[src/common/tpc_pkg.sv]
package tpc_pkg;
	// ----------------------------------------
	// Register map
	// ----------------------------------------
	localparam logic [7:0] TPC_ADDR_CFG = 8'h78;
	localparam logic [7:0] TPC_ADDR_TMR_STATUS = 8'h79;
	localparam logic [7:0] TPC_ADDR_TMR_LIMIT = 8'h7a;
	localparam logic [7:0] TPC_CFG_RESET = 8'h00;
	localparam logic [7:0] TPC_STATUS_RESET = 8'h00;
	localparam logic [7:0] TPC_LIMIT_RESET = 8'h00;
	// ----------------------------------------
	// Configuration fields
	// ----------------------------------------
	localparam int TPC_BIT_ALERT = 0;
	localparam int TPC_BIT_OVH_EN = 1;
	localparam int TPC_BIT_MAX_DUTY_ON_HOT = 2;
	localparam int TPC_BIT_FAST = 3;
	localparam int TPC_BIT_DC_LO = 4;
	localparam logic [1:0] TPC_P14_FAN4_SPEED_IN = 2'h0;
	localparam logic [1:0] TPC_P14_OVH = 2'h1;
	localparam logic [1:0] TPC_P14_ALERT = 2'h2;
	localparam logic [1:0] TPC_P14_GPIO = 2'h3;
	// ----------------------------------------
	// Timing
	// ----------------------------------------
	localparam int TPC_CLK_HZ = 25000000;
	localparam real TPC_TICK_US = 22760.0;
	localparam int TPC_TICK_CYC = int'(TPC_TICK_US * TPC_CLK_HZ / 1000000.0);
	localparam real TPC_FAST_MS = 250.0;
	localparam int TPC_FAST_CYC = int'(TPC_FAST_MS * TPC_CLK_HZ / 1000.0);
	localparam real TPC_SLOW_MS = 1000.0;
	localparam int TPC_SLOW_CYC = int'(TPC_SLOW_MS * TPC_CLK_HZ / 1000.0);
	localparam logic [7:0] TPC_TMR_MAX = 8'hff;
	localparam logic [7:0] TPC_TMR_FIRST = 8'h02;
endpackage

[src/hw/tpc_tick.sv]
`timescale 1ns/10ps
`default_nettype none
module tpc_tick
	import tpc_pkg::*;
#(
	parameter int PERIOD = 16
) (
	// Clock and reset
	input wire logic clk_sys_in,
	input wire logic reset_n_in,
	// Control
	input wire logic run_in,
	output logic tick_out
);
	logic [31:0] count;
	wire last = count == 32'(PERIOD - 1);
	always_ff @(posedge clk_sys_in or negedge reset_n_in) begin
		if (!reset_n_in)
			count <= 32'h0;
		else if (!run_in || last)
			count <= 32'h0;
		else
			count <= count + 32'h1;
	end
	assign tick_out = run_in && last;
endmodule
`default_nettype wire

[src/hw/tpc_pinmux.sv]
`timescale 1ns/10ps
`default_nettype none
module tpc_pinmux
	import tpc_pkg::*;
(
	// Configuration
	input wire logic alert_sel_in,
	input wire logic ovh_en_in,
	input wire logic [1:0] p14_sel_in,
	// Function routing
	output logic p10_alert_out,
	output logic p22_ovh_out,
	output logic p14_fan4_speed_in_out,
	output logic p14_ovh_out,
	output logic p14_alert_out,
	output logic p14_gpio_out
);
	assign p10_alert_out = alert_sel_in;
	assign p22_ovh_out = ovh_en_in && (p14_sel_in != TPC_P14_OVH);
	assign p14_fan4_speed_in_out = p14_sel_in == TPC_P14_FAN4_SPEED_IN;
	assign p14_ovh_out = p14_sel_in == TPC_P14_OVH;
	assign p14_alert_out = p14_sel_in == TPC_P14_ALERT;
	assign p14_gpio_out = p14_sel_in == TPC_P14_GPIO;
endmodule
`default_nettype wire

[src/hw/tpc_top.sv]
`timescale 1ns/10ps
`default_nettype none
module tpc_top
	import tpc_pkg::*;
#(
	parameter int TICK_CYC = TPC_TICK_CYC,
	parameter int FAST_CYC = TPC_FAST_CYC,
	parameter int SLOW_CYC = TPC_SLOW_CYC
) (
	// Clock and reset
	input wire logic clk_sys_in,
	input wire logic reset_n_in,
	// Register port
	input wire logic [7:0] reg_addr_in,
	input wire logic [7:0] reg_wdata_in,
	input wire logic reg_wr_in,
	input wire logic reg_rd_in,
	output logic [7:0] reg_rdata_out,
	// Config register lock and pin fourteen field
	input wire logic cfg_lock_in,
	input wire logic [1:0] pin_fourteen_select_in,
	// Overheat line
	input wire logic overheat_pin_in,
	input wire logic overheat_drive_in,
	output logic overheat_pin_out,
	output logic overheat_pin_oe_n_out,
	// Pin routing
	output logic fan2_drive_sel_out,
	output logic alert_p10_sel_out,
	output logic overheat_p22_sel_out,
	output logic fan4_speed_sel_out,
	output logic overheat_p14_sel_out,
	output logic alert_p14_sel_out,
	output logic general_io_six_sel_out,
	// Fan control
	output logic fans_full_out,
	output logic fans_max_duty_out,
	output logic tach_sample_out,
	output logic [3:0] fan_steady_sense_out,
	// Fault event
	output logic fan4_or_timer_fault_out
);
	typedef enum logic [2:0] {
		TPC_IDLE = 3'b001,
		TPC_TIMING = 3'b010,
		TPC_LONG = 3'b100
	} tpc_state_t;

	// ----------------------------------------
	// Registers
	// ----------------------------------------
	logic [7:0] pin_and_tach_config;
	logic [7:0] assert_time_ceiling;
	logic assert_seen_flag;
	logic [7:0] assert_time_count;
	logic ceiling_tripped;
	tpc_state_t state;
	tpc_state_t next_state;
	logic [7:0] next_count;
	logic [7:0] rdata;
	logic fault;
	logic ovh_dly;

	wire cfg_hit = reg_addr_in == TPC_ADDR_CFG;
	wire sts_hit = reg_addr_in == TPC_ADDR_TMR_STATUS;
	wire lim_hit = reg_addr_in == TPC_ADDR_TMR_LIMIT;
	wire cfg_wr = reg_wr_in && cfg_hit && !cfg_lock_in;
	wire sts_rd = reg_rd_in && sts_hit;
	wire alert_sel = pin_and_tach_config[TPC_BIT_ALERT];
	wire ovh_en = pin_and_tach_config[TPC_BIT_OVH_EN];
	wire max_duty_on_hot = pin_and_tach_config[TPC_BIT_MAX_DUTY_ON_HOT];
	wire fast = pin_and_tach_config[TPC_BIT_FAST];
	wire [3:0] steady = pin_and_tach_config[TPC_BIT_DC_LO +: 4];

	// ----------------------------------------
	// Pin routing
	// ----------------------------------------
	logic p22_ovh;
	logic p14_ovh;
	tpc_pinmux u_pinmux (
		.alert_sel_in(alert_sel),
		.ovh_en_in(ovh_en),
		.p14_sel_in(pin_fourteen_select_in),
		.p10_alert_out(alert_p10_sel_out),
		.p22_ovh_out(p22_ovh),
		.p14_fan4_speed_in_out(fan4_speed_sel_out),
		.p14_ovh_out(p14_ovh),
		.p14_alert_out(alert_p14_sel_out),
		.p14_gpio_out(general_io_six_sel_out)
	);
	assign overheat_p22_sel_out = p22_ovh;
	assign overheat_p14_sel_out = p14_ovh;
	assign fan2_drive_sel_out = !alert_sel;
	wire ovh_avail = p22_ovh || p14_ovh;

	// ----------------------------------------
	// Overheat line handling
	// ----------------------------------------
	wire ovh_driving = ovh_avail && overheat_drive_in;
	assign overheat_pin_out = 1'b0;
	assign overheat_pin_oe_n_out = !ovh_driving;
	wire ovh_asserted = ovh_avail && !ovh_driving && !overheat_pin_in;
	wire ovh_rise = ovh_asserted && !ovh_dly;
	assign fans_full_out = ovh_driving;
	assign fans_max_duty_out = ovh_asserted && max_duty_on_hot;

	// ----------------------------------------
	// Tach sampling
	// ----------------------------------------
	logic tick_fast;
	logic tick_slow;
	tpc_tick #(.PERIOD(FAST_CYC)) u_fast (
		.clk_sys_in(clk_sys_in),
		.reset_n_in(reset_n_in),
		.run_in(fast),
		.tick_out(tick_fast)
	);
	tpc_tick #(.PERIOD(SLOW_CYC)) u_slow (
		.clk_sys_in(clk_sys_in),
		.reset_n_in(reset_n_in),
		.run_in(!fast),
		.tick_out(tick_slow)
	);
	assign tach_sample_out = tick_fast || tick_slow;
	assign fan_steady_sense_out = steady;

	// ----------------------------------------
	// Assertion timer
	// ----------------------------------------
	logic tick_tmr;
	tpc_tick #(.PERIOD(TICK_CYC)) u_tmr (
		.clk_sys_in(clk_sys_in),
		.reset_n_in(reset_n_in),
		.run_in(ovh_asserted),
		.tick_out(tick_tmr)
	);
	wire [7:0] inc_count = (assert_time_count == TPC_TMR_MAX) ?
		assert_time_count : assert_time_count + 8'h1;
	always_comb begin
		next_state = state;
		next_count = assert_time_count;
		case (state)
			TPC_IDLE: begin
				if (ovh_rise) begin
					next_state = TPC_TIMING;
					next_count = 8'h0;
				end
			end
			TPC_TIMING: begin
				if (!ovh_asserted)
					next_state = TPC_IDLE;
				else if (tick_tmr) begin
					next_count = inc_count;
					if (inc_count == TPC_TMR_FIRST)
						next_state = TPC_LONG;
				end
			end
			TPC_LONG: begin
				if (!ovh_asserted)
					next_state = TPC_IDLE;
				else if (tick_tmr)
					next_count = inc_count;
			end
			default: next_state = TPC_IDLE;
		endcase
	end
	always_ff @(posedge clk_sys_in or negedge reset_n_in) begin
		if (!reset_n_in) begin
			state <= TPC_IDLE;
			assert_time_count <= 8'h0;
			ovh_dly <= 1'b0;
		end else begin
			state <= next_state;
			assert_time_count <= next_count;
			ovh_dly <= ovh_asserted;
		end
	end
	wire long_seen = assert_time_count >= TPC_TMR_FIRST;
	// Set wins over read-clear
	always_ff @(posedge clk_sys_in or negedge reset_n_in) begin
		if (!reset_n_in)
			assert_seen_flag <= 1'b0;
		else if (ovh_rise)
			assert_seen_flag <= 1'b1;
		else if (sts_rd)
			assert_seen_flag <= 1'b0;
	end
	wire [7:0] status_view = long_seen ? assert_time_count :
		{7'h0, assert_seen_flag};

	// ----------------------------------------
	// Ceiling fault
	// ----------------------------------------
	// Count is stale until the timer has restarted
	wire count_live = state != TPC_IDLE;
	wire over_ceiling = ovh_asserted && !ceiling_tripped &&
		(assert_time_ceiling == 8'h0 ||
		(count_live && assert_time_count > assert_time_ceiling));
	always_ff @(posedge clk_sys_in or negedge reset_n_in) begin
		if (!reset_n_in) begin
			ceiling_tripped <= 1'b0;
			fault <= 1'b0;
		end else begin
			fault <= over_ceiling;
			if (!ovh_asserted)
				ceiling_tripped <= 1'b0;
			else if (over_ceiling)
				ceiling_tripped <= 1'b1;
		end
	end
	assign fan4_or_timer_fault_out = fault;

	// ----------------------------------------
	// Register access
	// ----------------------------------------
	always_ff @(posedge clk_sys_in or negedge reset_n_in) begin
		if (!reset_n_in) begin
			pin_and_tach_config <= TPC_CFG_RESET;
			assert_time_ceiling <= TPC_LIMIT_RESET;
		end else begin
			if (cfg_wr)
				pin_and_tach_config <= reg_wdata_in;
			if (reg_wr_in && lim_hit)
				assert_time_ceiling <= reg_wdata_in;
		end
	end
	wire [7:0] rd_mux = cfg_hit ? pin_and_tach_config :
		sts_hit ? status_view :
		lim_hit ? assert_time_ceiling : TPC_STATUS_RESET;
	always_ff @(posedge clk_sys_in or negedge reset_n_in) begin
		if (!reset_n_in)
			rdata <= 8'h0;
		else if (reg_rd_in)
			rdata <= rd_mux;
	end
	assign reg_rdata_out = rdata;

	// ----------------------------------------
	// Checks
	// ----------------------------------------
	a_lock_holds: assert property (
		@(posedge clk_sys_in) disable iff (!reset_n_in)
		(reg_wr_in && cfg_hit && cfg_lock_in) |=> $stable(pin_and_tach_config))
		else $error("config changed while locked");
	a_flag_set: assert property (
		@(posedge clk_sys_in) disable iff (!reset_n_in)
		ovh_rise |=> assert_seen_flag)
		else $error("assert flag not set");
	a_flag_clear: assert property (
		@(posedge clk_sys_in) disable iff (!reset_n_in)
		(sts_rd && !ovh_rise) |=> !assert_seen_flag)
		else $error("assert flag not cleared");
	a_upper_zero: assert property (
		@(posedge clk_sys_in) disable iff (!reset_n_in)
		(sts_rd && assert_time_count < TPC_TMR_FIRST) |=> reg_rdata_out[7:1] == 7'h0)
		else $error("timer bits early");
	a_count_step: assert property (
		@(posedge clk_sys_in) disable iff (!reset_n_in)
		(state != TPC_IDLE && ovh_asserted && tick_tmr && assert_time_count != TPC_TMR_MAX)
		|=> assert_time_count == $past(assert_time_count) + 8'h1)
		else $error("count did not step");
	a_long_entry: assert property (
		@(posedge clk_sys_in) disable iff (!reset_n_in)
		(state == TPC_TIMING && ovh_asserted && tick_tmr &&
		assert_time_count == TPC_TMR_FIRST - 8'h1) |=> state == TPC_LONG)
		else $error("long timing not entered");
	a_zero_ceiling: assert property (
		@(posedge clk_sys_in) disable iff (!reset_n_in)
		(ovh_rise && assert_time_ceiling == 8'h0) |=> fault)
		else $error("zero ceiling did not trip");
	a_fresh_count: assert property (
		@(posedge clk_sys_in) disable iff (!reset_n_in)
		(ovh_rise && assert_time_ceiling != 8'h0) |=> !fault)
		else $error("fault from stale count");
	a_max_duty_on_hot_duty: assert property (
		@(posedge clk_sys_in) disable iff (!reset_n_in)
		(!overheat_pin_in && !overheat_drive_in && overheat_p22_sel_out && max_duty_on_hot)
		|-> fans_max_duty_out)
		else $error("max_duty_on_hot missing");
	a_full_drive: assert property (
		@(posedge clk_sys_in) disable iff (!reset_n_in)
		(overheat_drive_in && overheat_p22_sel_out) |-> (fans_full_out && !overheat_pin_oe_n_out))
		else $error("full speed missing while driving");
	a_p22_route: assert property (
		@(posedge clk_sys_in) disable iff (!reset_n_in)
		(pin_fourteen_select_in == TPC_P14_OVH) |-> !overheat_p22_sel_out)
		else $error("pin22 misrouted");
	a_p14_onehot: assert property (
		@(posedge clk_sys_in) disable iff (!reset_n_in)
		$onehot({fan4_speed_sel_out, overheat_p14_sel_out, alert_p14_sel_out, general_io_six_sel_out}))
		else $error("pin14 function not unique");
	a_alert_route: assert property (
		@(posedge clk_sys_in) disable iff (!reset_n_in)
		(alert_p10_sel_out == alert_sel) && (fan2_drive_sel_out == !alert_sel))
		else $error("pin10 misrouted");
	a_tach_pulse: assert property (
		@(posedge clk_sys_in) disable iff (!reset_n_in)
		tach_sample_out |=> !tach_sample_out)
		else $error("tach strobe too long");
	c_long: cover property (@(posedge clk_sys_in) state == TPC_LONG);
	c_fault: cover property (@(posedge clk_sys_in) fault);
	c_read_clear: cover property (@(posedge clk_sys_in) sts_rd && assert_seen_flag);
	c_zero_ceiling: cover property (@(posedge clk_sys_in) ovh_rise && assert_time_ceiling == 8'h0);
	c_lock_write: cover property (@(posedge clk_sys_in) reg_wr_in && cfg_hit && cfg_lock_in);
endmodule
`default_nettype wire

[config.mk]
export PLATFORM = sky130hd
export DESIGN_NAME = tpc_top
export DESIGN_NICKNAME = d
export VERILOG_FILES = /design/src/common/tpc_pkg.sv /design/src/hw/tpc_tick.sv /design/src/hw/tpc_pinmux.sv /design/src/hw/tpc_top.sv
export SDC_FILE = /design/constraint.sdc
export NUM_CORES = 1
export LEC_CHECK = 0
export ABC_AREA = 1
export BUFFER_PORTS_ARGS = -buffer_cell sky130_fd_sc_hd__buf_2
export CORE_AREA = 2 2 151 94
export DETAILED_ROUTE_END_ITERATION = 6
export DIE_AREA = 0 0 153 96
export PLACE_DENSITY_LB_ADDON = 0.08
export SYNTH_ARGS = -nofsm -noshare
export SYNTH_HDL_FRONTEND = slang
export SYNTH_SLANG_ARGS = --single-unit
[constraint.sdc]
create_clock -name clk_sys_in -period 2.1 [get_ports clk_sys_in]
set_clock_uncertainty 0.1 [all_clocks]
set_input_delay 0.315 -clock clk_sys_in [delete_from_list [all_inputs] [get_ports clk_sys_in]]
set_output_delay 0.315 -clock clk_sys_in [all_outputs]
set_load 0.03 [all_outputs]
==> impl_metrics.env <==
export IMPL_fin_crit_sh_pct=111
export IMPL_rsz0062_at_grt="true"
export IMPL_synth_cell_types=46
export IMPL_yosysWarnings=0
export IMPL_yosysTopAreaCellShare_pct=41.4
export IMPL_syn_area_um2=8100
export IMPL_clk_path_buf_depth=2
export IMPL_whs_path_depth=3
export IMPL_dp_hpwl_mm=14.6
export IMPL_syn_nets=1136
export IMPL_reg2reg_from="u_slow.count[0]"
export IMPL_grt_pass1_wl_mm=33.7
export IMPL_grtUsageTotal_pct=28.9
export IMPL_layout_min_cycle_time_ps=2320
export IMPL_gr_total_overflow=0
export IMPL_crit_end="tach_sample_out"
export IMPL_pin_count=50
export IMPL_layout_drive_gt1_share_pct=16.1
export IMPL_r2r_end="u_slow.count[2]"
export IMPL_portBuffers=48
export IMPL_r2r_slack_ps=100
export IMPL_cts_buffers=17
export IMPL_crit_start="u_slow.count[0]"
export IMPL_p_leak_nw=4.08
export IMPL_cp_arrival_ps=1910
export IMPL_critical_path_buf_inv_count=3
export IMPL_drt_pass1_iterations=5
export IMPL_remaining_drc_errors=0
export IMPL_worstMarginPinSlew_ps=684
export IMPL_final_cell_mix="nand2_1 (253), nor2_1 (185), dfrtp_1 (134), inv_1 (125), nor3_1 (61)"
export IMPL_cts_sinks=135
export IMPL_grt_max_degree=52
export IMPL_nets=1211
export IMPL_htree_levels=4
export IMPL_wl_per_cell_um=14.8
export IMPL_cp_num_cells=10
export IMPL_final_area_um2=9320
export IMPL_antenna_left=0
export IMPL_p_per_area_nw_per_um2=736
export IMPL_final_common_cell="nand2_1"
export IMPL_hold_ws_ps=14.7
export IMPL_cts_root_buffer="clkbuf_16"
export IMPL_cts_tree="done"
export IMPL_netlist_top_cells_area="dfrtp_1 (41%), nand2_1 (12%), nor2_1 (8.6%), inv_1 (5.8%), xor2_1 (4.1%)"
export IMPL_syn_area_per_cell_um2=7.38
export IMPL_syn_to_final_growth_pct=15.0
export IMPL_min_from="reg_wdata_in[7]"
export IMPL_fmax_mhz=430
export IMPL_dp_cells=1319
export IMPL_vias=7378
export IMPL_min_path_type="in -> reg"
export IMPL_worst_path_most_repeated_cell="nand2_2"
export IMPL_antennaDiodeCount=0
export IMPL_vdd_drop_max_v=0.000495
export IMPL_violations="negative setup slack"
export IMPL_end_kind="primary output"
export IMPL_yosysSeqAreaShare_pct=41.7
export IMPL_dieWidth_um=153
export IMPL_first_iter_violations=573
export IMPL_maxCapViolCount=0
export IMPL_dieArea_um2=14700
export IMPL_synth_main_ff_cell="dfrtp_1"
export IMPL_max_slew_margin_rel_pct=54.4
export IMPL_critical_path_max_fanout=2
export IMPL_synth_seq_cells=135
export IMPL_cp_required_ps=1680
export IMPL_n_fill_cell=1144
export IMPL_setup_tns_ps=-224
export IMPL_insertion_delay_ps=420
export IMPL_synth_edf_count=0
export IMPL_fin_ws_ps=-224
export IMPL_crit_family="simple AND/OR/NAND/NOR gates"
export IMPL_path_clk_slew_ps=60
export IMPL_synth_area_leader_cell="dfrtp_1"
export IMPL_layout_cells_non_filler=1360
export IMPL_hold_viol=0
export IMPL_grt_pass1_vias=6803
export IMPL_place_gp_congestion=0.958
export IMPL_status="finished, violations left"
export IMPL_die_height_um=96
export IMPL_syn_inst=1098
export IMPL_crit_slowest_cell="dfrtp_1"
export IMPL_vias_per_cell=5.43
export IMPL_setup_viol=1
export IMPL_cp_cell_sequence="ha_2 > nand2_2 > nor2_4 > inv_2 > nor4_2 > nand3_1 > nand2_2 > nand2_2 > inv_2 > buf_6"
export IMPL_async_flop_share_pct=100
export IMPL_postPlaceCellArea_um2=8600
export IMPL_core_um2=13300
export IMPL_crit_type="reg -> out"
export IMPL_wirelength_mm=20.2
export IMPL_start_util_pct=60.8
export IMPL_worst_setup_path_start_kind="flop"
export IMPL_row_count=33
export IMPL_slew_viol_final=0
export IMPL_reg2reg_depth=10
export IMPL_critPathMaxStageDelay_ps=370
export IMPL_antenna_found_initial=0
-- power breakdown --
part           total [mW]  switching, mW  leakage [nW]  internal [mW]
registers            2.86          0.125          1.79           2.74
logic               0.994          0.664          2.02          0.331
clock network        3.00           1.17         0.276           1.83
-- worst reg2reg max path, stage by stage (launching register included) --
cell and delay, ps:
dfrtp_1 370, ha_2 200, nand2_2 80, nor2_4 120, inv_2 60, nor4_2 120
nand3_1 160, nand2_2 130, buf_4 110, buf_4 300, nor3b_1 130
-- how the worst min path moves through the flow --
| stage | slack (ps) | endpoint |
|---|---|---|
| after floorplan | -80 | assert_seen_flag |
| after global routing | 20 | assert_time_ceiling[4] |
| after CTS | 6 | assert_time_ceiling[7] |
| after detailed placement | 180 | u_slow.count[20] |
| after global placement | 180 | u_slow.count[17] |
| final | 10 | assert_time_ceiling[7] |
-- cell usage after synthesis, drive strengths merged, types with 2 or more instances --
cell and count:
nand2 266, nor2 197, inv 142, dfrtp 134, nor3 70, nand3 60
xor2 38, o21ai 34, nand4 29, a21oi 25, buf 22, nor4 20
xnor2 15, ha 13, o211ai 6, nor3b 5, a31oi 4, clkbuf 3
or2 3, nand3b 2
-- repair_timing --
item                                    CTS  global route
hold endpoints to repair                 44             0
setup buffers                             3             6
pin swaps                                 4             7
hold buffers                              1             0
gates cloned                              0             0
gates resized for setup                   9             7
endpoints found under the setup margin    1             7
-- metal layers --
metal  part of all wire, %  vias to the layer above  GRT usage [%]  wire length (µm)
li1                      -                     3665              -                 -
met1                    51                     3415           44.5             10200
met2                    41                      277           41.4              8270
met3                   7.1                       21           5.72              1430
met4                   1.1                        0           7.87               223
met5                     0                        -              0                 0
-- final cells by class --
class                      count  area [µm²]  share of cell area [%]
timing repair buffer          81         528                    5.66
multi-input combinational    795        4060                    43.6
inverter                     143         539                    5.79
tap                          175         219                    2.35
clock inverter                11         125                    1.34
clock buffer                  20         467                    5.01
sequential                   135        3380                    36.3
-- through the flow --
step	util [%]	setup WS (ps)	power [mW]
2_1_floorplan	-	72.7	3.57
3_3_place_gp	64.5	161	3.84
3_5_place_dp	64.5	127	3.86
4_1_cts	69.4	-198	6.84
5_1_grt	69.9	-306	7.15
6_report	69.9	-224	6.86
-- state kept, by name, summed over array words and instances, names as in the netlist, 3 cells and up --
name / cells
u_slow.count: 32
assert_time_ceiling: 8
state: 3
u_tmr.count: 32
reg_rdata_out: 8
pin_and_tach_config: 8
assert_time_count: 8
u_fast.count: 32
-- logic make-up (layout without fill, tap and decap cells) --
| kind of cell | count (synthesis) | in the layout | share of synthesized area, % |
|---|---|---|---|
| muxes | 1 | 1 | 0.139 |
| and+or+nand+nor | 655 | 655 | 36.1 |
| xor gates and xnor gates | 53 | 53 | 5.73 |
| DFF | 135 | 135 | 41.7 |
| AOI/OAI and AO/OA | 72 | 72 | 5.59 |
| other | 1 | 1 | 0.0463 |
| buffers and inverters | 168 | 255 | 8.69 |
| adders and majority gates | 13 | 13 | 2.01 |
Note: power is estimated with default switching activity, not from simulation.
